[src/design/tsm_regs.svh]
// timing constants and reset values of the transceiver system mode controller
`ifndef TSM_REGS_SVH
`define TSM_REGS_SVH

// clock period of ref_clk
`define TSM_CLK_NS 20

// supply undervoltage detection and recovery times
`define TSM_UNDERVOLT_DETECT_TIME_NS 20000
`define TSM_UNDERVOLT_RECOVER_TIME_NS 20000
`define TSM_T_LONG_UV_NS 100000000
`define TSM_DET_UV_CYC ((`TSM_UNDERVOLT_DETECT_TIME_NS + `TSM_CLK_NS - 1) / `TSM_CLK_NS)
`define TSM_REC_UV_CYC ((`TSM_UNDERVOLT_RECOVER_TIME_NS + `TSM_CLK_NS - 1) / `TSM_CLK_NS)
`define TSM_LONG_UV_CYC ((`TSM_T_LONG_UV_NS + `TSM_CLK_NS - 1) / `TSM_CLK_NS)

// boot delay after battery recovery
`define TSM_T_STARTUP_NS 1000000
`define TSM_STARTUP_CYC ((`TSM_T_STARTUP_NS + `TSM_CLK_NS - 1) / `TSM_CLK_NS)

// go-to-sleep hold time
`define TSM_T_GOTOSLEEP_NS 20000
`define TSM_GOTOSLEEP_CYC ((`TSM_T_GOTOSLEEP_NS + `TSM_CLK_NS - 1) / `TSM_CLK_NS)

// delay of diagnostic output after a mode change
`define TSM_T_ERR_DLY_NS 1000
`define TSM_ERR_DLY_CYC ((`TSM_T_ERR_DLY_NS + `TSM_CLK_NS - 1) / `TSM_CLK_NS)

// least phase length of the bus wake pattern
`define TSM_T_WUP_PHASE_NS 500
`define TSM_WUP_PHASE_CYC ((`TSM_T_WUP_PHASE_NS + `TSM_CLK_NS - 1) / `TSM_CLK_NS)

// reset values
`define TSM_RST_CNT 24'h00_0000
`define TSM_RST_PHASE 2'h0

`endif

[src/design/tsm_pkg.sv]
// types of the transceiver system mode controller
package tsm_pkg;

  typedef logic [23:0] tsm_cnt_t;

  // one-hot system operating modes
  typedef enum logic [5:0] {
    TSM_OFF    = 6'h01,
    TSM_BOOT   = 6'h02,
    TSM_STBY   = 6'h04,
    TSM_NORM   = 6'h08,
    TSM_LISTEN = 6'h10,
    TSM_SLEEP  = 6'h20
  } tsm_mode_e;

  // one-hot bus-side modes
  typedef enum logic [5:0] {
    TSM_CAN_OFF     = 6'h01,
    TSM_CAN_OFFLINE = 6'h02,
    TSM_CAN_WAKE    = 6'h04,
    TSM_CAN_PASS    = 6'h08,
    TSM_CAN_ACTIVE  = 6'h10,
    TSM_CAN_LISTEN  = 6'h20
  } tsm_can_e;

  // supply status, battery, core and i/o
  typedef struct packed {
    logic bat;
    logic core;
    logic io;
  } tsm_supply_s;

  // two-way pin as level and enable
  typedef struct packed {
    logic out;
    logic oe;
  } tsm_pin_s;

endpackage : tsm_pkg

[src/design/tsm_uv_filter.sv]
// supply undervoltage filter with long undervoltage timer
`timescale 1ns/100ps
`default_nettype none
`include "tsm_regs.svh"

module tsm_uv_filter #(
  parameter tsm_pkg::tsm_cnt_t DET_CYC = 24'(`TSM_DET_UV_CYC),
  parameter tsm_pkg::tsm_cnt_t REC_CYC = 24'(`TSM_REC_UV_CYC),
  parameter tsm_pkg::tsm_cnt_t LONG_CYC = 24'(`TSM_LONG_UV_CYC)
) (
  input wire logic ref_clk,
  input wire logic sys_rst,
  input wire logic clk_en,
  input wire logic raw_ok,
  output logic ok,
  output logic uv_long
);

  tsm_pkg::tsm_cnt_t cnt;
  tsm_pkg::tsm_cnt_t low_cnt;

  // level flips only after the opposite level has held long enough
  always_ff @(posedge ref_clk) begin
    if (sys_rst) begin
      ok <= 1'b0;
      cnt <= `TSM_RST_CNT;
    end else if (clk_en) begin
      if (raw_ok == ok) begin
        cnt <= `TSM_RST_CNT;
      end else if (cnt >= (ok ? DET_CYC : REC_CYC) - 24'h00_0001) begin
        ok <= raw_ok;
        cnt <= `TSM_RST_CNT;
      end else begin
        cnt <= cnt + 24'h00_0001;
      end
    end
  end

  // time spent in undervoltage, saturating
  always_ff @(posedge ref_clk) begin
    if (sys_rst) begin
      low_cnt <= `TSM_RST_CNT;
      uv_long <= 1'b0;
    end else if (clk_en) begin
      if (ok) begin
        low_cnt <= `TSM_RST_CNT;
        uv_long <= 1'b0;
      end else if (low_cnt != LONG_CYC) begin
        low_cnt <= low_cnt + 24'h00_0001;
      end else begin
        uv_long <= 1'b1;
      end
    end
  end

endmodule // tsm_uv_filter
`default_nettype wire

[src/design/tsm_ctrl.sv]
// system and bus-side mode state machines of the transceiver
// How it works
// - battery undervoltage forces Off from any mode
// - after reset every supply reads absent, so the machine starts in Off
// - Off releases regulator switch and fault output
// - battery recovery runs boot delay, then Standby with regulator switch high
// - Standby with i/o present goes Normal or Listen-only by standby-select and enable
// - Standby enters Sleep on long i/o or core undervoltage
// - standby-select low, enable high held long enough requests Sleep from Standby
// - a set wake flag overrules the go-to-sleep request
// - both pins high with battery and i/o present selects Normal, switch high
// - standby-select high, enable low selects Listen-only: receive only, switch high
// - long core undervoltage sends Standby, Normal and Listen-only to Sleep
// - Sleep acts as Standby but releases the regulator switch
// - wake flag or standby-select rise with i/o present leaves Sleep
// - core and i/o present without go-to-sleep command leaves Sleep
// - Standby after Sleep proceeds by pin levels when standby-select high
// - mode changes at once; diagnostics appear after a delay
// - undervoltage and recovery are both filtered by hold times
// - separate bus-side machine follows system mode and core supply
// - receive data held low after a wake-up request
// - bus wake pattern phases above least filter time, battery only needed
// - three flags, one shown on fault output chosen by mode
// - Standby or Sleep: receive data low with wake flag, high without
// - wake flag set by wake-ups or power-on, cleared entering Normal
`timescale 1ns/100ps
`default_nettype none
`include "tsm_regs.svh"

module tsm_ctrl #(
  parameter tsm_pkg::tsm_cnt_t LONG_UV_CYC = 24'(`TSM_LONG_UV_CYC),
  parameter tsm_pkg::tsm_cnt_t STARTUP_CYC = 24'(`TSM_STARTUP_CYC)
) (
  input wire logic ref_clk,
  input wire logic sys_rst,
  input wire logic clk_en,
  input wire tsm_pkg::tsm_supply_s supply_raw,
  input wire logic standby_select_n,
  input wire logic enable_pin,
  input wire logic txd,
  input wire logic local_wake,
  input wire logic bus_dominant,
  output tsm_pkg::tsm_pin_s regulator_switch_out,
  output tsm_pkg::tsm_pin_s fault_n,
  output tsm_pkg::tsm_pin_s rxd,
  output logic tx_enable,
  output logic rx_enable,
  output tsm_pkg::tsm_mode_e sys_mode,
  output tsm_pkg::tsm_can_e can_mode
);

  localparam tsm_pkg::tsm_cnt_t GTS_CYC = 24'(`TSM_GOTOSLEEP_CYC);
  localparam tsm_pkg::tsm_cnt_t ERR_DLY_CYC = 24'(`TSM_ERR_DLY_CYC);
  localparam logic [7:0] WUP_CYC = 8'(`TSM_WUP_PHASE_CYC);

  tsm_pkg::tsm_supply_s sup_ok;
  tsm_pkg::tsm_supply_s sup_long;
  tsm_pkg::tsm_mode_e next_mode;
  tsm_pkg::tsm_can_e next_can;
  tsm_pkg::tsm_cnt_t boot_cnt;
  tsm_pkg::tsm_cnt_t gts_cnt;
  tsm_pkg::tsm_cnt_t mode_age;
  logic stb_s1, stb_s2, stb_prev, en_s1, en_s2;
  logic stb_rise, gts_done, gts_flag;
  logic pwon, wake_flag, wake_src, wake_set, pwon_set;
  logic local_prev, local_edge, remote_wake, bus_prev, txd_armed;
  logic [7:0] run_cnt;
  logic [1:0] wup_phase;

  function automatic logic low_power(input tsm_pkg::tsm_mode_e m);
    low_power = (m == tsm_pkg::TSM_STBY) || (m == tsm_pkg::TSM_SLEEP);
  endfunction

  function automatic tsm_pkg::tsm_mode_e pin_mode(input logic en);
    pin_mode = en ? tsm_pkg::TSM_NORM : tsm_pkg::TSM_LISTEN;
  endfunction

  // supply filters, battery long timer left unused
  tsm_uv_filter #(.LONG_CYC(LONG_UV_CYC)) u_bat (
    .ref_clk(ref_clk), .sys_rst(sys_rst), .clk_en(clk_en),
    .raw_ok(supply_raw.bat), .ok(sup_ok.bat), .uv_long(sup_long.bat));
  tsm_uv_filter #(.LONG_CYC(LONG_UV_CYC)) u_core (
    .ref_clk(ref_clk), .sys_rst(sys_rst), .clk_en(clk_en),
    .raw_ok(supply_raw.core), .ok(sup_ok.core), .uv_long(sup_long.core));
  tsm_uv_filter #(.LONG_CYC(LONG_UV_CYC)) u_io (
    .ref_clk(ref_clk), .sys_rst(sys_rst), .clk_en(clk_en),
    .raw_ok(supply_raw.io), .ok(sup_ok.io), .uv_long(sup_long.io));

  // control pin synchronisers and edge history
  always_ff @(posedge ref_clk) begin
    if (sys_rst) begin
      stb_s1 <= 1'b0;
      stb_s2 <= 1'b0;
      stb_prev <= 1'b0;
      en_s1 <= 1'b0;
      en_s2 <= 1'b0;
    end else if (clk_en) begin
      stb_s1 <= standby_select_n;
      stb_s2 <= stb_s1;
      stb_prev <= stb_s2;
      en_s1 <= enable_pin;
      en_s2 <= en_s1;
    end
  end

  assign stb_rise = stb_s2 && !stb_prev;

  // system next-mode decision
  always_comb begin
    next_mode = sys_mode;
    if (!sup_ok.bat) begin
      next_mode = tsm_pkg::TSM_OFF;
    end else begin
      case (sys_mode)
        tsm_pkg::TSM_OFF: begin
          next_mode = tsm_pkg::TSM_BOOT;
        end
        tsm_pkg::TSM_BOOT: begin
          if (boot_cnt >= STARTUP_CYC - 24'h00_0001) begin
            next_mode = tsm_pkg::TSM_STBY;
          end
        end
        tsm_pkg::TSM_STBY: begin
          if (sup_long.core || sup_long.io) begin
            next_mode = tsm_pkg::TSM_SLEEP;
          end else if (gts_done && !wake_flag) begin
            next_mode = tsm_pkg::TSM_SLEEP;
          end else if (sup_ok.io && stb_s2) begin
            next_mode = pin_mode(en_s2);
          end
        end
        tsm_pkg::TSM_NORM, tsm_pkg::TSM_LISTEN: begin
          if (sup_long.core) begin
            next_mode = tsm_pkg::TSM_SLEEP;
          end else if (!sup_ok.io || !stb_s2) begin
            next_mode = tsm_pkg::TSM_STBY;
          end else begin
            next_mode = pin_mode(en_s2);
          end
        end
        tsm_pkg::TSM_SLEEP: begin
          if (wake_flag || (stb_rise && sup_ok.io)) begin
            next_mode = tsm_pkg::TSM_STBY;
          end else if (sup_ok.core && sup_ok.io && !gts_flag) begin
            next_mode = tsm_pkg::TSM_STBY;
          end
        end
        default: begin
          next_mode = tsm_pkg::TSM_OFF;
        end
      endcase
    end
  end

  // system mode register, change takes effect at once
  always_ff @(posedge ref_clk) begin
    if (sys_rst) begin
      sys_mode <= tsm_pkg::TSM_OFF;
    end else if (clk_en) begin
      sys_mode <= next_mode;
    end
  end

  // boot delay counter
  always_ff @(posedge ref_clk) begin
    if (sys_rst) begin
      boot_cnt <= `TSM_RST_CNT;
    end else if (clk_en) begin
      if (sys_mode == tsm_pkg::TSM_BOOT) begin
        boot_cnt <= boot_cnt + 24'h00_0001;
      end else begin
        boot_cnt <= `TSM_RST_CNT;
      end
    end
  end

  // go-to-sleep hold timer and command memory
  always_ff @(posedge ref_clk) begin
    if (sys_rst) begin
      gts_cnt <= `TSM_RST_CNT;
      gts_flag <= 1'b0;
    end else if (clk_en) begin
      if (sys_mode == tsm_pkg::TSM_STBY && !stb_s2 && en_s2) begin
        if (!gts_done) begin
          gts_cnt <= gts_cnt + 24'h00_0001;
        end
      end else begin
        gts_cnt <= `TSM_RST_CNT;
      end
      if (sys_mode == tsm_pkg::TSM_STBY && gts_done && !wake_flag) begin
        gts_flag <= 1'b1;
      end else if (sys_mode != tsm_pkg::TSM_SLEEP) begin
        gts_flag <= 1'b0;
      end
    end
  end

  assign gts_done = (gts_cnt >= GTS_CYC);

  // local wake edge and bus wake pattern detector
  always_ff @(posedge ref_clk) begin
    if (sys_rst) begin
      local_prev <= 1'b0;
      bus_prev <= 1'b0;
      run_cnt <= 8'h00;
      wup_phase <= `TSM_RST_PHASE;
    end else if (clk_en) begin
      local_prev <= local_wake;
      bus_prev <= bus_dominant;
      if (bus_dominant != bus_prev) begin
        run_cnt <= 8'h00;
      end else if (run_cnt < WUP_CYC - 8'h01) begin
        run_cnt <= run_cnt + 8'h01;
      end
      if (!low_power(sys_mode) || remote_wake) begin
        wup_phase <= `TSM_RST_PHASE;
      end else if (bus_dominant != bus_prev) begin
        if (run_cnt < WUP_CYC - 8'h01) begin
          wup_phase <= `TSM_RST_PHASE;
        end else if (bus_prev && wup_phase == 2'h0) begin
          wup_phase <= 2'h1;
        end else if (!bus_prev && wup_phase == 2'h1) begin
          wup_phase <= 2'h2;
        end
      end
    end
  end

  assign local_edge = local_wake && !local_prev;
  assign remote_wake = low_power(sys_mode) && wup_phase == 2'h2 && bus_dominant &&
                       bus_prev && run_cnt == WUP_CYC - 8'h01;

  // power-on, wake and wake-source flags, a set wins over a clear
  assign pwon_set = (sys_mode == tsm_pkg::TSM_OFF) && (next_mode == tsm_pkg::TSM_BOOT);
  assign wake_set = remote_wake || local_edge || pwon_set;

  always_ff @(posedge ref_clk) begin
    if (sys_rst) begin
      pwon <= 1'b0;
      wake_flag <= 1'b0;
      wake_src <= 1'b0;
    end else if (clk_en) begin
      if (pwon_set) begin
        pwon <= 1'b1;
      end else if (next_mode == tsm_pkg::TSM_NORM && sys_mode != tsm_pkg::TSM_NORM) begin
        pwon <= 1'b0;
      end
      if (wake_set) begin
        wake_flag <= 1'b1;
      end else if (next_mode == tsm_pkg::TSM_NORM && sys_mode != tsm_pkg::TSM_NORM) begin
        wake_flag <= 1'b0;
      end
      if (local_edge || pwon_set) begin
        wake_src <= 1'b1;
      end else if (sys_mode == tsm_pkg::TSM_NORM && next_mode != tsm_pkg::TSM_NORM) begin
        wake_src <= 1'b0;
      end
    end
  end

  // time since the last mode change, saturating
  always_ff @(posedge ref_clk) begin
    if (sys_rst) begin
      mode_age <= `TSM_RST_CNT;
    end else if (clk_en) begin
      if (next_mode != sys_mode) begin
        mode_age <= `TSM_RST_CNT;
      end else if (mode_age < ERR_DLY_CYC) begin
        mode_age <= mode_age + 24'h00_0001;
      end
    end
  end

  // regulator switch, released in off, boot and sleep
  always_ff @(posedge ref_clk) begin
    if (sys_rst) begin
      regulator_switch_out <= '0;
    end else if (clk_en) begin
      regulator_switch_out.out <= 1'b1;
      regulator_switch_out.oe <= !(next_mode == tsm_pkg::TSM_OFF ||
                                   next_mode == tsm_pkg::TSM_BOOT ||
                                   next_mode == tsm_pkg::TSM_SLEEP);
    end
  end

  // fault output shows the flag chosen by the mode after the delay
  always_ff @(posedge ref_clk) begin
    if (sys_rst) begin
      fault_n <= '0;
    end else if (clk_en) begin
      fault_n.oe <= sup_ok.io && !(sys_mode == tsm_pkg::TSM_OFF ||
                                   sys_mode == tsm_pkg::TSM_BOOT);
      if (mode_age < ERR_DLY_CYC) begin
        fault_n.out <= 1'b1;
      end else begin
        case (sys_mode)
          tsm_pkg::TSM_STBY, tsm_pkg::TSM_SLEEP: fault_n.out <= !wake_flag;
          tsm_pkg::TSM_LISTEN: fault_n.out <= !pwon;
          tsm_pkg::TSM_NORM: fault_n.out <= !wake_src;
          default: fault_n.out <= 1'b1;
        endcase
      end
    end
  end

  // bus-side machine from system mode and its own view of the core supply
  always_comb begin
    case (sys_mode)
      tsm_pkg::TSM_STBY, tsm_pkg::TSM_SLEEP: begin
        next_can = wake_flag ? tsm_pkg::TSM_CAN_WAKE : tsm_pkg::TSM_CAN_OFFLINE;
      end
      tsm_pkg::TSM_NORM: begin
        next_can = sup_ok.core ? tsm_pkg::TSM_CAN_ACTIVE : tsm_pkg::TSM_CAN_PASS;
      end
      tsm_pkg::TSM_LISTEN: begin
        next_can = sup_ok.core ? tsm_pkg::TSM_CAN_LISTEN : tsm_pkg::TSM_CAN_PASS;
      end
      default: begin
        next_can = tsm_pkg::TSM_CAN_OFF;
      end
    endcase
  end

  always_ff @(posedge ref_clk) begin
    if (sys_rst) begin
      can_mode <= tsm_pkg::TSM_CAN_OFF;
    end else if (clk_en) begin
      can_mode <= next_can;
    end
  end

  // receive data, transmitter and receiver enables
  always_ff @(posedge ref_clk) begin
    if (sys_rst) begin
      rxd <= '0;
      tx_enable <= 1'b0;
      rx_enable <= 1'b0;
      txd_armed <= 1'b0;
    end else if (clk_en) begin
      rxd.oe <= (can_mode != tsm_pkg::TSM_CAN_OFF);
      case (can_mode)
        tsm_pkg::TSM_CAN_OFFLINE: rxd.out <= 1'b1;
        tsm_pkg::TSM_CAN_WAKE: rxd.out <= 1'b0;
        tsm_pkg::TSM_CAN_OFF: rxd.out <= 1'b1;
        default: rxd.out <= !bus_dominant;
      endcase
      // transmitter waits for one recessive txd after entering active
      if (can_mode != tsm_pkg::TSM_CAN_ACTIVE) begin
        txd_armed <= 1'b0;
      end else if (txd) begin
        txd_armed <= 1'b1;
      end
      tx_enable <= (can_mode == tsm_pkg::TSM_CAN_ACTIVE) && (txd_armed || txd);
      rx_enable <= (can_mode == tsm_pkg::TSM_CAN_ACTIVE) ||
                   (can_mode == tsm_pkg::TSM_CAN_LISTEN) ||
                   (can_mode == tsm_pkg::TSM_CAN_PASS);
    end
  end

  // checks next to the logic
  property p_off_on_bat;
    @(posedge ref_clk) disable iff (sys_rst)
      (clk_en && !sup_ok.bat) |=> (sys_mode == tsm_pkg::TSM_OFF);
  endproperty
  a_off_on_bat: assert property (p_off_on_bat) else $error("no off on battery loss");

  property p_switch_released;
    @(posedge ref_clk) disable iff (sys_rst)
      (sys_mode == tsm_pkg::TSM_OFF || sys_mode == tsm_pkg::TSM_SLEEP) |->
        !regulator_switch_out.oe;
  endproperty
  a_switch_released: assert property (p_switch_released) else $error("switch driven");

  property p_switch_high;
    @(posedge ref_clk) disable iff (sys_rst)
      (sys_mode == tsm_pkg::TSM_STBY || sys_mode == tsm_pkg::TSM_NORM ||
       sys_mode == tsm_pkg::TSM_LISTEN) |-> (regulator_switch_out.oe && regulator_switch_out.out);
  endproperty
  a_switch_high: assert property (p_switch_high) else $error("switch not high");

  property p_boot_length;
    @(posedge ref_clk) disable iff (sys_rst)
      (sys_mode == tsm_pkg::TSM_STBY && $past(sys_mode) == tsm_pkg::TSM_BOOT) |->
        ($past(boot_cnt) == STARTUP_CYC - 24'h00_0001);
  endproperty
  a_boot_length: assert property (p_boot_length) else $error("boot delay wrong");

  property p_normal_select;
    @(posedge ref_clk) disable iff (sys_rst)
      (clk_en && sys_mode == tsm_pkg::TSM_STBY && sup_ok.bat && sup_ok.io && stb_s2 && en_s2 &&
       !sup_long.core && !gts_done) |=> (sys_mode == tsm_pkg::TSM_NORM);
  endproperty
  a_normal_select: assert property (p_normal_select) else $error("normal not selected");

  property p_wake_blocks_sleep;
    @(posedge ref_clk) disable iff (sys_rst)
      (clk_en && sys_mode == tsm_pkg::TSM_STBY && wake_flag && !sup_long.core &&
       !sup_long.io) |=> (sys_mode != tsm_pkg::TSM_SLEEP);
  endproperty
  a_wake_blocks_sleep: assert property (p_wake_blocks_sleep) else $error("sleep despite wake");

  property p_stb_rise_exit;
    @(posedge ref_clk) disable iff (sys_rst)
      (clk_en && sys_mode == tsm_pkg::TSM_SLEEP && sup_ok.bat && stb_rise && sup_ok.io) |=>
        (sys_mode == tsm_pkg::TSM_STBY);
  endproperty
  a_stb_rise_exit: assert property (p_stb_rise_exit) else $error("sleep not left");

  property p_err_delay;
    @(posedge ref_clk) disable iff (sys_rst)
      ($past(clk_en) && !$past(sys_rst) && $past(mode_age) < ERR_DLY_CYC) |-> fault_n.out;
  endproperty
  a_err_delay: assert property (p_err_delay) else $error("diagnostic too early");

  property p_rxd_wake;
    @(posedge ref_clk) disable iff (sys_rst)
      ($past(clk_en) && $past(can_mode) == tsm_pkg::TSM_CAN_WAKE) |-> (rxd.oe && !rxd.out);
  endproperty
  a_rxd_wake: assert property (p_rxd_wake) else $error("rxd not low on wake");

  property p_wake_cleared;
    @(posedge ref_clk) disable iff (sys_rst)
      ($rose(sys_mode == tsm_pkg::TSM_NORM) && !$past(wake_set)) |-> !wake_flag;
  endproperty
  a_wake_cleared: assert property (p_wake_cleared) else $error("wake flag kept");

endmodule // tsm_ctrl
`default_nettype wire

[config.mk]
export PLATFORM = sky130hd
export DESIGN_NAME = tsm_ctrl
export DESIGN_NICKNAME = d
export VERILOG_FILES = /design/src/design/tsm_pkg.sv /design/src/design/tsm_uv_filter.sv /design/src/design/tsm_ctrl.sv
export VERILOG_INCLUDE_DIRS = /design/src /design/src/design
export SDC_FILE = /design/constraint.sdc
export NUM_CORES = 1
export LEC_CHECK = 0
export BUFFER_PORTS_ARGS = -buffer_cell sky130_fd_sc_hd__buf_4
export CAP_MARGIN = 20
export CELL_PAD_IN_SITES_DETAIL_PLACEMENT = 1
export CELL_PAD_IN_SITES_GLOBAL_PLACEMENT = 1
export CORE_MARGIN = 4
export CORE_UTILIZATION = 30
export DETAILED_ROUTE_END_ITERATION = 16
export GPL_ROUTABILITY_DRIVEN = 0
export GPL_TIMING_DRIVEN = 1
export PLACE_DENSITY = 0.51
export SYNTH_ARGS = -nofsm -noshare
export SYNTH_HDL_FRONTEND = slang
export SYNTH_SLANG_ARGS = --single-unit
[constraint.sdc]
create_clock -name ref_clk -period 3.63 [get_ports ref_clk]
set_input_delay 0.363 -clock ref_clk [delete_from_list [all_inputs] [get_ports ref_clk]]
set_output_delay 0.363 -clock ref_clk [all_outputs]
set_load 0.1 [all_outputs]
==> Word-level counts from Yosys, hierarchy flattened <==
Index checks and enable logic that the tools add are counted.
{ "classes": {"n_addsub": 9, "n_lt_le_gt_ge": 7, "eq_ne": 34, "mux": 53, "bitwise": 3, "n_reduce_logical": 80} }
{ "ops": {"columns": ["cell", "count"], "rows": [
  ["24-bit 2-to-1 mux", 15],
  ["24-bit by 1-bit adder with 24-bit output (second input constant)", 8],
  ["24-bit by 10-bit >= comparator with 1-bit output (second input constant)", 4],
  ["6-bit 2-to-1 mux", 9],
  ["24-bit by 23-bit inequality test with 1-bit output (second input constant)", 2],
  ["6-bit one-hot mux with 5 select lines", 1],
  ["24-bit by 16-bit >= comparator with 1-bit output (second input constant)", 1],
  ["24-bit by 6-bit < comparator with 1-bit output (second input constant)", 1],
  ["2-bit AND reduction", 12],
  ["1-bit logical AND", 22],
  ["2-bit nonzero test", 10],
  ["6-bit by 1-bit equality test with 1-bit output (second input constant)", 3],
  ["6-bit by 2-bit equality test with 1-bit output (second input constant)", 3],
  ["6-bit by 4-bit equality test with 1-bit output (second input constant)", 3],
  ["6-bit equality test (second input constant)", 3],
  ["6-bit one-hot mux with 3 select lines", 1],
  ["8-bit 2-to-1 mux", 2],
  ["5-bit 2-to-1 mux", 3],
  ["1-bit logical OR", 14],
  ["1-bit 2-to-1 mux", 14],
  ["1-bit zero test", 13],
  ["6-bit by 3-bit equality test with 1-bit output (second input constant)", 2],
  ["6-bit by 5-bit equality test with 1-bit output (second input constant)", 2],
  ["6-bit by 4-bit inequality test with 1-bit output (second input constant)", 2],
  ["22 further kinds", 36]
]} }
{ "word_totals": {"register_bits": 239, "input_bits": 11, "out_inout_bits": 20, "elab_cells": 223} }

==> Depth between registers and ports, before layout <==
Gate-level depths: netlist of the first run.
{ "logic_depth": {"depth_word": 12, "ltp_mapped": 11, "mapped_depth_nobuf": 10} }

==> By module <==
Synthesis of the first run repeated with hierarchy kept, for this count alone.
{ "unflattened": {"cells_unflattened": 1437, "area_unflattened_um2": 12184.2} }
{ "by_module_without_submodules": {"columns": ["module", "instances", "cells_each", "area_each_um2", "seq_area_each_um2"], "rows": [
  ["tsm_uv_filter", 3, 271, 2326.0, 1001.0],
  ["tsm_ctrl", 1, 624, 5206.2, 2282.2]
]} }

==> Least setup slack after synthesis of the first run <==
OpenSTA, ideal clock, no wires.
{ "synth_timing": {"kind": "register -> register", "startpoint": "register sys_mode[4]", "endpoint": "register mode_age[0]", "arrival_time_ns": 3.210, "required_ns": 3.572, "slack_ns": 0.362, "path_stages_with_launch": 10, "period_less_slack_ns": 3.268, "path_cell_list": "dfxtp_1 buf_4 xor2_1 nand2_2 or3_1 a221oi_2 o311ai_1 nor3_1 nor4b_2 mux2_2"} }
{ "synth_between": {"elab_chain_len": 8, "elab_cells_between_ends": 19} }
{ "synth_rtl": {"columns": ["item", "line", "source"], "rows": [
  ["start, declared", "tsm_ctrl.sv:48", "output tsm_pkg::tsm_mode_e sys_mode,"],
  ["start signal, assigned", "tsm_ctrl.sv:158", "sys_mode <= tsm_pkg::TSM_OFF;"],
  ["start signal, assigned", "tsm_ctrl.sv:160", "sys_mode <= next_mode;"],
  ["6-bit 2-to-1 mux", "tsm_ctrl.sv:128", "end else if (sup_ok.io && stb_s2) begin"],
  ["6-bit 2-to-1 mux", "tsm_ctrl.sv:126", "end else if (gts_done && !wake_flag) begin"],
  ["6-bit 2-to-1 mux", "tsm_ctrl.sv:124", "if (sup_long.core || sup_long.io) begin"],
  ["6-bit one-hot mux with 5 select lines", "tsm_ctrl.sv:114", "case (sys_mode)"],
  ["6-bit 2-to-1 mux", "tsm_ctrl.sv:111", "if (!sup_ok.bat) begin"],
  ["6-bit inequality test *", "tsm_ctrl.sv:266", "if (next_mode != sys_mode) begin"],
  ["2-bit nonzero test (no line)", null, null],
  ["2-bit AND reduction (no line)", null, null],
  ["end signal, assigned", "tsm_ctrl.sv:264", "mode_age <= `TSM_RST_CNT;"],
  ["end signal, assigned", "tsm_ctrl.sv:267", "mode_age <= `TSM_RST_CNT;"],
  ["end signal, assigned", "tsm_ctrl.sv:269", "mode_age <= mode_age + 24'h00_0001;"],
  ["end, declared", "tsm_ctrl.sv:62", "tsm_pkg::tsm_cnt_t mode_age;"]
]} }
Mark *: on every way between the ends. The rest lies on a longest branch, timed or not.
A chain may end at the register's enable or synchronous reset.

==> Final worst setup path of the first run <==
{ "layout_timing": {"startpoint": "register sys_mode[2]", "endpoint": "register mode_age[0]"} }
Same word-level chain as after synthesis.

==> metrics.yaml, run 1 <==
dr_total_vias: 8370
power_frac_clock_pct: 50.8
dieArea_mm2: 0.0374
cp.required_ns: 4.13
port_buffers: 30
powerDensity_mw_per_mm2: 488
slew_headroom_pct: 46.1
antenna_cells: 0
r2r_cells: 8
synth_cell_types: 68
async_flop_share_pct: 0
whs_endpoint: "txd_armed"
postCtsSetupBuffers: 0
insertion_delay_ns: 0.55
htreeDepth: 1
worstSetupEndpointType: "register"
setup_ws_ns: 0.666
fin_setup_tns_ns: 0
peakVddDrop_mv: 0.408
hold_ws_ns: 0.0554
grt-ovfl-total: 0
antenna_left: 0
p_leak_nw: 4.38
hold_buffers: 0
numCtsBuffers: 29
mostFrequentLayoutCells: "dfxtp_1, nor2_1, nand2_1, a21oi_1, and2_1"
synthFlopType: "dfxtp_1"
start_kind: "register"
finalWirelength_um: 25300
die_x_um: 193
final_common_cell: "dfxtp_1"
fin_worst_skew_ns: 0.00896
multi_input_area_mm2: 0.00517
total_power_mw: 5.84
final_hold_viol_count: 0
clock.fmax_mhz: 337
syn-num-nets: 1238
finalMaxSlewViolations: 0
status: "complete, no violations"
cts-root-buf: "clkbuf_16"
tightest_slew_ns: 0.809
final_nets: 1263
grt_pass1_vias: 8344
p_comb_share_pct: 3.6
hp-start: "txd"
grt_pass1_wl_um: 42800
wl_per_cell_um: 14.8
grt_max_degree: 44
die_h_um: 193
power_frac_seq_pct: 45.6
p_sw_mw: 1.33
rsz0062_at_grt: "no"
crit_fanout: 15
yosys_warnings: 0
drive_gt1_share_pct: 8.48
synthCells: 1214
cap_violations: 0
clkTransAtPathRegs_ns: 0.06
reg2reg_from: "sys_mode[2]"
synth.cell_area_mm2: 0.0103
swShare_pct: 22.7
worstPathArrival_ns: 3.46
r2r-end: "mode_age[0]"
cts_resized: 0
syn_to_final_growth_pct: 16.3
cts_buffer_depth: 3
n_fill_cell: 4020
track_usage_pct: 13.2
layout_min_cycle_time_ns: 2.96
intPower_mw: 4.52
hold_path_class: "input pin to register"
clock-sinks: 239
hold_depth: 3
initial_utilization_pct: 30.6
drc: 0
rrSetupSlack_ns: 0.67
core_mm2: 0.0337
setup_viol: 0
row_count: 67
final_cell_area_mm2: 0.0120
drt_iter0_drc: 312
ys_seq_area_share_pct: 46.4
vias_per_cell: 4.89
synth_seq_cells: 239
dpl_worst_slack_ns: 0.688
criticalPathCategory: "register to register"
dpl_cell_area_mm2: 0.0110
synth-edff-count: 0
drt_first_pass_iters: 4
timing.final.crit_share_pct: 81.7
dp_hpwl_um: 17200
regArea_mm2: 0.00478
pin_count: 31
grt_antenna_before_repair: 0
syn_avg_cell_area_um2: 8.49
cts_tree: "built"
-- kinds of logic (layout without fill, tap and decap cells) --
family,Yosys count,in the layout,share of synthesized area (%)
multiplexers,16,16,1.57
AO/OA/AOI/OAI,207,207,12.2
XOR/XNOR,72,72,6.12
adder cells (fa/ha/maj),13,13,1.58
flip-flops,239,239,46.4
AND/OR/NAND/NOR,578,578,28.7
buffers and inverters,89,137,3.45
-- synth_stat cells, types with 8 or more instances --
cell,instances,share of area [%]
and2_1,58,3.5
a21oi_1,73,3.5
xor2_1,42,3.6
nand2b_1,8,0.49
mux2i_1,15,1.5
nor3_1,22,1.1
xnor2_1,30,2.5
inv_1,37,1.3
a22oi_1,8,0.58
buf_1,10,0.36
and3_1,29,1.8
a31oi_1,18,1.1
ha_1,13,1.6
nand2_1,73,2.7
dfxtp_1,239,46
nor3b_1,17,1.2
nor2_1,207,7.5
and4_1,8,0.68
nor4_1,24,1.5
o21ai_0,55,2.7
clkbuf_1,36,1.3
nand3_1,46,2.2
or3_1,23,1.4
nand4_1,31,1.9
-- how the worst max path moves through the flow --
| stage | startpoint | end | slack, ns |
|---|---|---|---|
| 2_1_floorplan | sys_mode[4] | mode_age[0] | 0.36 |
| 3_3_place_gp | sys_mode[2] | mode_age[0] | 0.75 |
| 3_5_place_dp | sys_mode[3] | mode_age[0] | 0.69 |
| 4_1_cts | sys_mode[3] | mode_age[0] | 0.66 |
| 5_1_grt | sys_mode[3] | mode_age[0] | 0.48 |
| 6_report | sys_mode[2] | mode_age[0] | 0.67 |
-- flip-flops by register name, summed over array words and instances, names as in the netlist, 2 cells and up --
signal and cells:
mode_age 24, u_bat.cnt 24, wup_phase 2, boot_cnt 24, rxd 2, gts_cnt 24, run_cnt 8, fault_n 2
can_mode 6, u_io.cnt 24, sys_mode 6, u_core.cnt 24, regulator_switch_out 2, u_io.low_cnt 24, u_core.low_cnt 24
-- worst max-delay path, stage by stage, from the launching register on --
cell	delay (ns)
dfxtp_1	0.45
or3_1	0.49
a211oi_1	0.21
o31a_1	0.34
o21ai_0	0.15
a22o_1	0.28
o41a_1	0.50
nor2_4	0.27
mux2_2	0.20
-- layer usage --
metal,global-route usage [%],vias up,part of all wire [%]
li1,-,4291,-
met1,18.3,3998,51
met2,21.5,49,44
met3,2.26,32,2.6
met4,3.09,0,2.0
met5,0,-,0
-- power by group through the flow --
stage	clock [mW]	sequential [mW]	combinational (mW)
3_5_place_dp	0	2.72	0.219
3_3_place_gp	0	2.72	0.217
6_report	2.97	2.67	0.212
2_1_floorplan	0	2.74	0.129
4_1_cts	3.09	2.66	0.219
5_1_grt	3.21	2.67	0.241
-- cell type report --
| type | instances | area share [%] |
|---|---|---|
| multi-input cells | 886 | 43.1 |
| flip-flops and latches | 239 | 39.9 |
| clock buffers | 41 | 6.93 |
| well taps | 448 | 4.68 |
| repair buffers | 46 | 2.88 |
| clock inverters | 13 | 1.35 |
| inverters | 37 | 1.16 |
-- metrics by stage --
| step | utilization [%] | std cells |
|---|---|---|
| final | 35.6 | 1710 |
| after floorplan | - | 1214 |
| after CTS | 35.6 | 1710 |
| after global placement | 32.6 | 1656 |
| after detailed placement | 32.6 | 1656 |
| after global routing | 35.6 | 1710 |
(Power assumes the default switching activity.)
==> inputs of run 2 (changes only) <==
--- a/config.mk
+++ b/config.mk
@@ -6,6 +6,7 @@
 export SDC_FILE = /design/constraint.sdc
 export NUM_CORES = 1
 export LEC_CHECK = 0
+export ABC_AREA = 1
 export BUFFER_PORTS_ARGS = -buffer_cell sky130_fd_sc_hd__buf_4
 export CAP_MARGIN = 20
 export CELL_PAD_IN_SITES_DETAIL_PLACEMENT = 1
@@ -15,7 +16,7 @@
 export DETAILED_ROUTE_END_ITERATION = 16
 export GPL_ROUTABILITY_DRIVEN = 0
 export GPL_TIMING_DRIVEN = 1
-export PLACE_DENSITY = 0.51
+export PLACE_DENSITY = 0.55
 export SYNTH_ARGS = -nofsm -noshare
 export SYNTH_HDL_FRONTEND = slang
 export SYNTH_SLANG_ARGS = --single-unit
==> constraint.sdc (replaced) <==
create_clock -name ref_clk -period 2.64 [get_ports ref_clk]
set_input_delay 0.264 -clock ref_clk [delete_from_list [all_inputs] [get_ports ref_clk]]
set_output_delay 0.264 -clock ref_clk [all_outputs]
set_load 0.1 [all_outputs]
==> run 2 against run 1 <==
Via count up 21%. Critical path depth grew 5. Synthesized cell count up 31%. Largest cell class unchanged.
==> metrics.yaml, run 2 <==
p_leak_nw: 4.97  # +13%
grt_pass1_vias: 10600  # +27%
numCtsBuffers: 29  # unchanged
clock-sinks: 239  # unchanged
cts-root-buf: "clkbuf_16"
drt_first_pass_iters: 4  # unchanged
synth_common_cells: "nand2_1, dfxtp_1, nor2_1"
synthFlopType: "dfxtp_1"
powerDensity_mw_per_mm2: 640  # +31%
dp_hpwl_um: 22200  # +29%
dp.cells: 2071  # +25%
final_hold_viol_count: 0  # unchanged
finalNonFillerCells: 2128  # +24%
yosys_warnings: 0  # unchanged
synth_compound_area_share_pct: 10.6  # -1.6 points
start_kind: "register"
worstSetupEndpointType: "register"
status: "complete, no violations"
final_cell_area_mm2: 0.0131  # +9.2%
synth_top_family_by_area: "simple AND/OR/NAND/NOR gates"
tightest_slew_ns: 0.827  # +0.0180 ns
port_buffers: 30  # unchanged
muxShareOfSynthArea_pct: 0  # -1.6 points
rrSetupSlack_ns: 0.27  # -0.40 ns
rsz0062_at_grt: "no"
reg2reg_from: "sys_mode[5]"
clkTransAtPathRegs_ns: 0.06  # about the same
yosys.area.top_type_share_pct: 42.6  # -3.8 points
worstPathArrival_ns: 2.81  # -0.65 ns
syn_avg_cell_area_um2: 7.04  # -17%
synthCells: 1596  # +31%
synth.cell_area_mm2: 0.0112  # +9.0%
drc: 0  # unchanged
die_h_um: 202  # +4.2%
synth-simple-area-share_pct: 34.6  # +5.9 points
setup_viol: 0  # unchanged
async_flop_share_pct: 0  # unchanged
timing.final.crit_share_pct: 90.0  # +8.3 points
crit_start: "sys_mode[5]"
initial_utilization_pct: 30.5  # -0.038 points
synth_most_common_cell: "nand2_1"
fin_setup_tns_ns: 0  # unchanged
track_usage_pct: 15.0  # +1.8 points
final_nets: 1662  # +32%
r2r_cells: 13  # +5
cts_tree: "built"
synth_seq_cells: 239  # unchanged
whs_endpoint: "txd_armed"
pin_count: 31  # unchanged
dr_total_vias: 10100  # +21%
dieArea_mm2: 0.0406  # +8.6%
synth-edff-count: 0  # unchanged
cp.required_ns: 3.07  # -1.06 ns
layout_min_cycle_time_ns: 2.37  # -0.589 ns
row_count: 70  # +4.5%
slew_headroom_pct: 44.9  # -1.2 points
grt_antenna_before_repair: 0  # unchanged
syn_to_final_growth_pct: 16.5
clock.fmax_mhz: 421  # +25%
antenna_cells: 0  # unchanged
synth_area_leaders: "dfxtp_1, nand2_1, nor2_1, inv_1, a21oi_1"
finalMaxSlewViolations: 0  # unchanged
cts_buffer_depth: 3  # unchanged
crit_fanout: 9  # -6
insertion_delay_ns: 0.55  # about the same
fin_worst_skew_ns: 0.0157  # +0.00676 ns
syn-num-nets: 1620  # +31%
die_x_um: 202  # +4.2%
final_common_cell: "nand2_1"
dpl_cell_area_mm2: 0.0120  # +9.5%
vias_per_cell: 4.76  # -2.8%
antenna_left: 0  # unchanged
synthAdderAreaFrac_pct: 1.45  # -0.13 points
hp-start: "txd"
r2r-end: "mode_age[3]"
grt_pass1_wl_um: 52500  # +23%
cap_violations: 0  # unchanged
yosys.area.top_type: "dfxtp_1"
core_mm2: 0.0368  # +9.2%
grt-ovfl-total: 0  # unchanged
synthXorXnorAreaFrac_pct: 2.10  # -4.0 points
peakVddDrop_mv: 0.548  # +34%
mostFrequentLayoutCells: "nand2_1, dfxtp_1, nor2_1"
hold_depth: 3  # unchanged
synth_cell_types: 49  # -28%
wl_per_cell_um: 14.4  # -2.7%
ys_seq_area_share_pct: 42.6  # -3.8 points
finalWirelength_um: 30600  # +21%
postCtsSetupBuffers: 0  # unchanged
grt_max_degree: 79  # +80%
total_power_mw: 8.38  # +43%
drt_iter0_drc: 396  # +27%
hold_path_class: "input pin to register"
drive_gt1_share_pct: 11.0  # +2.5 points
criticalPathCategory: "register to register"
htreeDepth: 1  # unchanged
[run 2: changes by cell type in the layout (fill, tap and decap cells not counted), moves of 28 or more]
cell	delta
a21oi_1	+52
and2_1	-57
and3_1	-28
inv_1	+154
nand2_1	+229
nand3_1	+36
nor3_1	+57
[run 2: stage by stage]
stage | worst slack (ns) | util (%) | hold slack (ns)
finish | 0.265 | 35.6 | 0.0718
global route | 0.00302 | 35.6 | 0.0577
CTS | 0.137 | 35.6 | 0.0294
detailed placement | 0.144 | 32.7 | 0.429
global placement | 0.200 | 32.7 | 0.424
floorplan | 0.169 | - | 0.399
[run 2: worst max-delay path by stage]
stage                     slack [ns]          end
after floorplan                 0.17  mode_age[5]
after global placement          0.20  mode_age[5]
after detailed placement        0.14  mode_age[5]
after CTS                       0.14  mode_age[5]
after global routing           0.003  mode_age[3]
final                           0.27  mode_age[3]
[run 2: repair_timing]
action | 4_1_cts | 5_1_grt
endpoints found under the setup margin | 0 | 5
hold buffers | 4 | 0
hold endpoints to repair | 4 | 0
resized for setup | 0 | 2
[run 2: power breakdown]
group / internal (mW) / switching (mW) / total, mW / leakage [nW]
Combinational: 0.141 / 0.386 / 0.527 / 2.55
Sequential: 3.65 / 0.0449 / 3.70 / 1.93
Clock: 2.57 / 1.58 / 4.16 / 0.482
[run 2: logic make-up (layout without fill, tap and decap cells)]
group | count (synthesis) | count (layout)
and+or+nand+nor | 847 | 847
adders and majority gates | 13 | 13
xor gates and xnor gates | 27 | 27
DFF | 239 | 239
AOI/OAI and AO/OA | 221 | 221
buffers and inverters | 249 | 313
[run 2: worst max-delay path, stage by stage (launching register included)]
cell      delay (ns)
dfxtp_2         0.37
nor2_2          0.26
nand4_1         0.23
clkinv_1        0.11
nand3_1         0.11
nand2_1         0.12
nand2_1         0.14
nand2_1         0.10
nand2_1         0.12
nor2_8          0.17
nand4_4         0.15
buf_4           0.21
a21oi_1         0.12
nor2_1          0.07
[run 2: final cells by class]
cell class                 count  area (µm²)
sequential                   239        4790
clock buffer                  42         835
timing repair buffer          61         480
clock inverter                11         166
tap                          468         586
inverter                     199         751
multi-input combinational   1108        5480
fill                        4620       23700
[run 2: routing by layer]
layer | up-vias | global-route usage (%) | wire length (µm)
met5 | - | 0 | 0
met4 | 0 | 2.93 | 601
met3 | 35 | 1.85 | 630
met2 | 59 | 26.7 | 14500
met1 | 4755 | 19.7 | 14900
li1 | 5280 | - | -
==> inputs of run 3 (changes only) <==
--- a/config.mk
+++ b/config.mk
@@ -7,7 +7,7 @@
 export NUM_CORES = 1
 export LEC_CHECK = 0
 export ABC_AREA = 1
-export BUFFER_PORTS_ARGS = -buffer_cell sky130_fd_sc_hd__buf_4
+export BUFFER_PORTS_ARGS = -buffer_cell sky130_fd_sc_hd__buf_2
 export CAP_MARGIN = 20
 export CELL_PAD_IN_SITES_DETAIL_PLACEMENT = 1
 export CELL_PAD_IN_SITES_GLOBAL_PLACEMENT = 1
@@ -16,7 +16,7 @@
 export DETAILED_ROUTE_END_ITERATION = 16
 export GPL_ROUTABILITY_DRIVEN = 0
 export GPL_TIMING_DRIVEN = 1
-export PLACE_DENSITY = 0.55
+export PLACE_DENSITY = 0.53
 export SYNTH_ARGS = -nofsm -noshare
 export SYNTH_HDL_FRONTEND = slang
 export SYNTH_SLANG_ARGS = --single-unit
==> constraint.sdc (replaced) <==
create_clock -name ref_clk -period 2.6 [get_ports ref_clk]
set_input_delay 0.52 -clock ref_clk [delete_from_list [all_inputs] [get_ports ref_clk]]
set_output_delay 0.52 -clock ref_clk [all_outputs]
set_load 0.1 [all_outputs]
==> run 3 against run 2 <==
Utilization increased by 0.19 points. Global-route usage increased by 0.25 points. Clock skew increased by 0.0086 ns. Via count increased by 1.8%. Register-to-register slack improved by 0.03 ns. Hold slack improved by 0.14 ns. Maximum frequency increased by 3.1%.
==> metrics.yaml, run 3 (same netlist as run 2, synthesis figures left out) <==
numCtsBuffers: 30  # +3.4%
crit_start: "u_io.low_cnt[0]"
syn_to_final_growth_pct: 17.2
clock-sinks: 239  # unchanged
worstSetupEndpointType: "register"
r2r_cells: 14  # +1
final_util_pct: 35.8  # +0.19 points
fin_setup_tns_ns: 0  # unchanged
fin_worst_skew_ns: 0.0243  # +0.00858 ns
grt-ovfl-total: 0  # unchanged
met1Wirelength_um: 15500  # +4.2%
reg2reg_from: "u_io.low_cnt[0]"
cpLargestDelayFamily: "simple AND/OR/NAND/NOR gates"
slowest_delay_ns: 0.38  # about the same
rrSetupSlack_ns: 0.30  # +0.03 ns
initial_utilization_pct: 30.5  # unchanged
drc: 0  # unchanged
final_common_cell: "nand2_1"
cp_common_cell: "nand2_1"
tightest_slew_ns: 1.01  # +0.179 ns
met2_length_um: 14400  # -0.84%
clkTransAtPathRegs_ns: 0.06  # about the same
pin_count: 31  # unchanged
cp.required_ns: 3.08  # about the same
hold_buffers: 0  # -4
clock.fmax_mhz: 434  # +3.1%
timing.final.crit_share_pct: 88.6  # -1.4 points
insertion_delay_ns: 0.59  # +0.04 ns
htreeDepth: 1  # unchanged
cts_tree: "built"
r2r-end: "u_io.low_cnt[14]"
slew_headroom_pct: 33.0  # -12 points
hold_ws_ns: 0.208  # +0.136 ns
track_usage_pct: 15.3  # +0.25 points
worst-path-stages: 14  # +1
cts-root-buf: "clkbuf_16"
dr_total_vias: 10300  # +1.8%
crit_path_end: "u_io.low_cnt[14]"
wl_per_cell_um: 14.6  # +1.5%
start_kind: "register"
peakVddDrop_mv: 0.533  # -2.7%
cp_cell_sequence: "inv_1 -> ha_1 -> nand3_1 -> nor4_1 -> nand3_1 -> nand2_1 -> nand2_1 -> nand2_1 -> nor2_1 -> nand2_1 -> nor2_1 -> nand2_1 -> o21ai_0 -> nor2_1"
core_mm2: 0.0368  # unchanged
setup_viol: 0  # unchanged
hold_path_class: "input pin to register"
die_h_um: 202  # unchanged
n_fill_cell: 4621  # +0.022%
status: "complete, no violations"
finalMaxSlewViolations: 0  # unchanged
grt_pass1_vias: 10400  # -2.0%
grt_max_degree: 79  # unchanged
met3RoutedLength_um: 810  # +29%
cp_num_buf_inv: 1  # -1
crit_fanout: 5  # -4
powerDensity_mw_per_mm2: 654  # +2.2%
criticalPathCategory: "register to register"
p_leak_nw: 5.06  # +1.8%
row_count: 70  # unchanged
worstPathArrival_ns: 2.78  # -0.03 ns
final_nets: 1676  # +0.84%
final_hold_viol_count: 0  # unchanged
top_layer: "met5"
port_buffers: 30  # unchanged
vias_per_cell: 4.81  # +1.1%
die_x_um: 202  # unchanged
drt_iter0_drc: 347  # -12%
drt_first_pass_iters: 5  # +1
grt_antenna_before_repair: 1  # +1
cts_buffer_depth: 3  # unchanged
mostFrequentLayoutCells: "nand2_1, dfxtp_1, nor2_1"
dp_hpwl_um: 22600  # +2.0%
dieArea_mm2: 0.0406  # unchanged
layout_min_cycle_time_ns: 2.30  # -0.0718 ns
cpMaxStageDelayCell: "dfxtp_1"
antenna_left: 0  # unchanged
finalWirelength_um: 31300  # +2.3%
antenna_cells: 0  # unchanged
drive_gt1_share_pct: 12.2  # +1.3 points
grt_pass1_wl_um: 52800  # +0.64%
cap_violations: 0  # unchanged
-- run 3: cell count changes in the layout (fill, tap and decap cells not counted), sizes merged --
| cell | before | now |
|---|---|---|
| clkbuf | 42 | 45 |
| clkinvlp | 3 | 0 |
| bufinv | 4 | 3 |
| clkinv | 9 | 12 |
| dlygate4sd3 | 4 | 0 |
| buf | 57 | 74 |
-- run 3: power by group --
group	total [mW]	switching (mW)	internal [mW]
registers	3.76	0.0455	3.71
logic	0.543	0.397	0.145
clock network	4.32	1.69	2.63
total	8.61	2.13	6.48
-- run 3: worst min path at each step --
stage,startpoint,endpoint,cells past startpoint
after detailed placement,u_bat.cnt[23],u_bat.cnt[23],2
after floorplan,u_bat.cnt[20],u_bat.cnt[20],2
final,enable_pin,en_s1,3
after CTS,standby_select_n,stb_s1,3
after global placement,u_bat.cnt[19],u_bat.cnt[19],2
after global routing,standby_select_n,stb_s1,3
-- run 3: repair_timing --
action | in CTS | in global routing
setup endpoints to repair | 0 | 24
buffers inserted | 0 | 7
gates resized for setup | 0 | 7
endpoints found under the hold margin | 0 | 0
-- run 3: through the flow --
stage / setup WS, ns / std cells / power (mW) / instance area, µm²
2_1_floorplan: 0.129 / 1596 / 4.22 / 11200
3_3_place_gp: 0.168 / 2080 / 4.37 / 12000
3_5_place_dp: 0.134 / 2080 / 4.38 / 12000
4_1_cts: 0.0862 / 2135 / 8.80 / 13100
5_1_grt: -0.00823 / 2143 / 9.00 / 13200
6_report: 0.297 / 2143 / 8.61 / 13200
-- run 3: area by class of cell --
cell class	count	area, µm²	area share (%)
Clock inverter	10	156	1.19
Sequential cell	239	4790	36.4
Multi-Input combinational cell	1108	5500	41.8
Inverter	199	751	5.70
Clock buffer	45	877	6.66
Tap cell	468	586	4.45
Timing Repair Buffer	74	502	3.81
-- run 3: layer usage --
| layer | track usage [%] | vias up |
|---|---|---|
| li1 | - | 5314 |
| met1 | 20.5 | 4897 |
| met2 | 25.8 | 58 |
| met3 | 2.69 | 40 |
| met4 | 3.39 | 2 |
| met5 | 0 | - |
-- run 3: worst register-to-register path: stages (launching register included) --
cell	delay, ns
dfxtp_1	0.38
inv_1	0.10
ha_1	0.24
nand3_1	0.09
nor4_1	0.05
nand3_1	0.16
nand2_1	0.11
nand2_1	0.18
nand2_1	0.13
nor2_1	0.15
nand2_1	0.12
nor2_1	0.20
nand2_1	0.09
o21ai_0	0.15
nor2_1	0.05
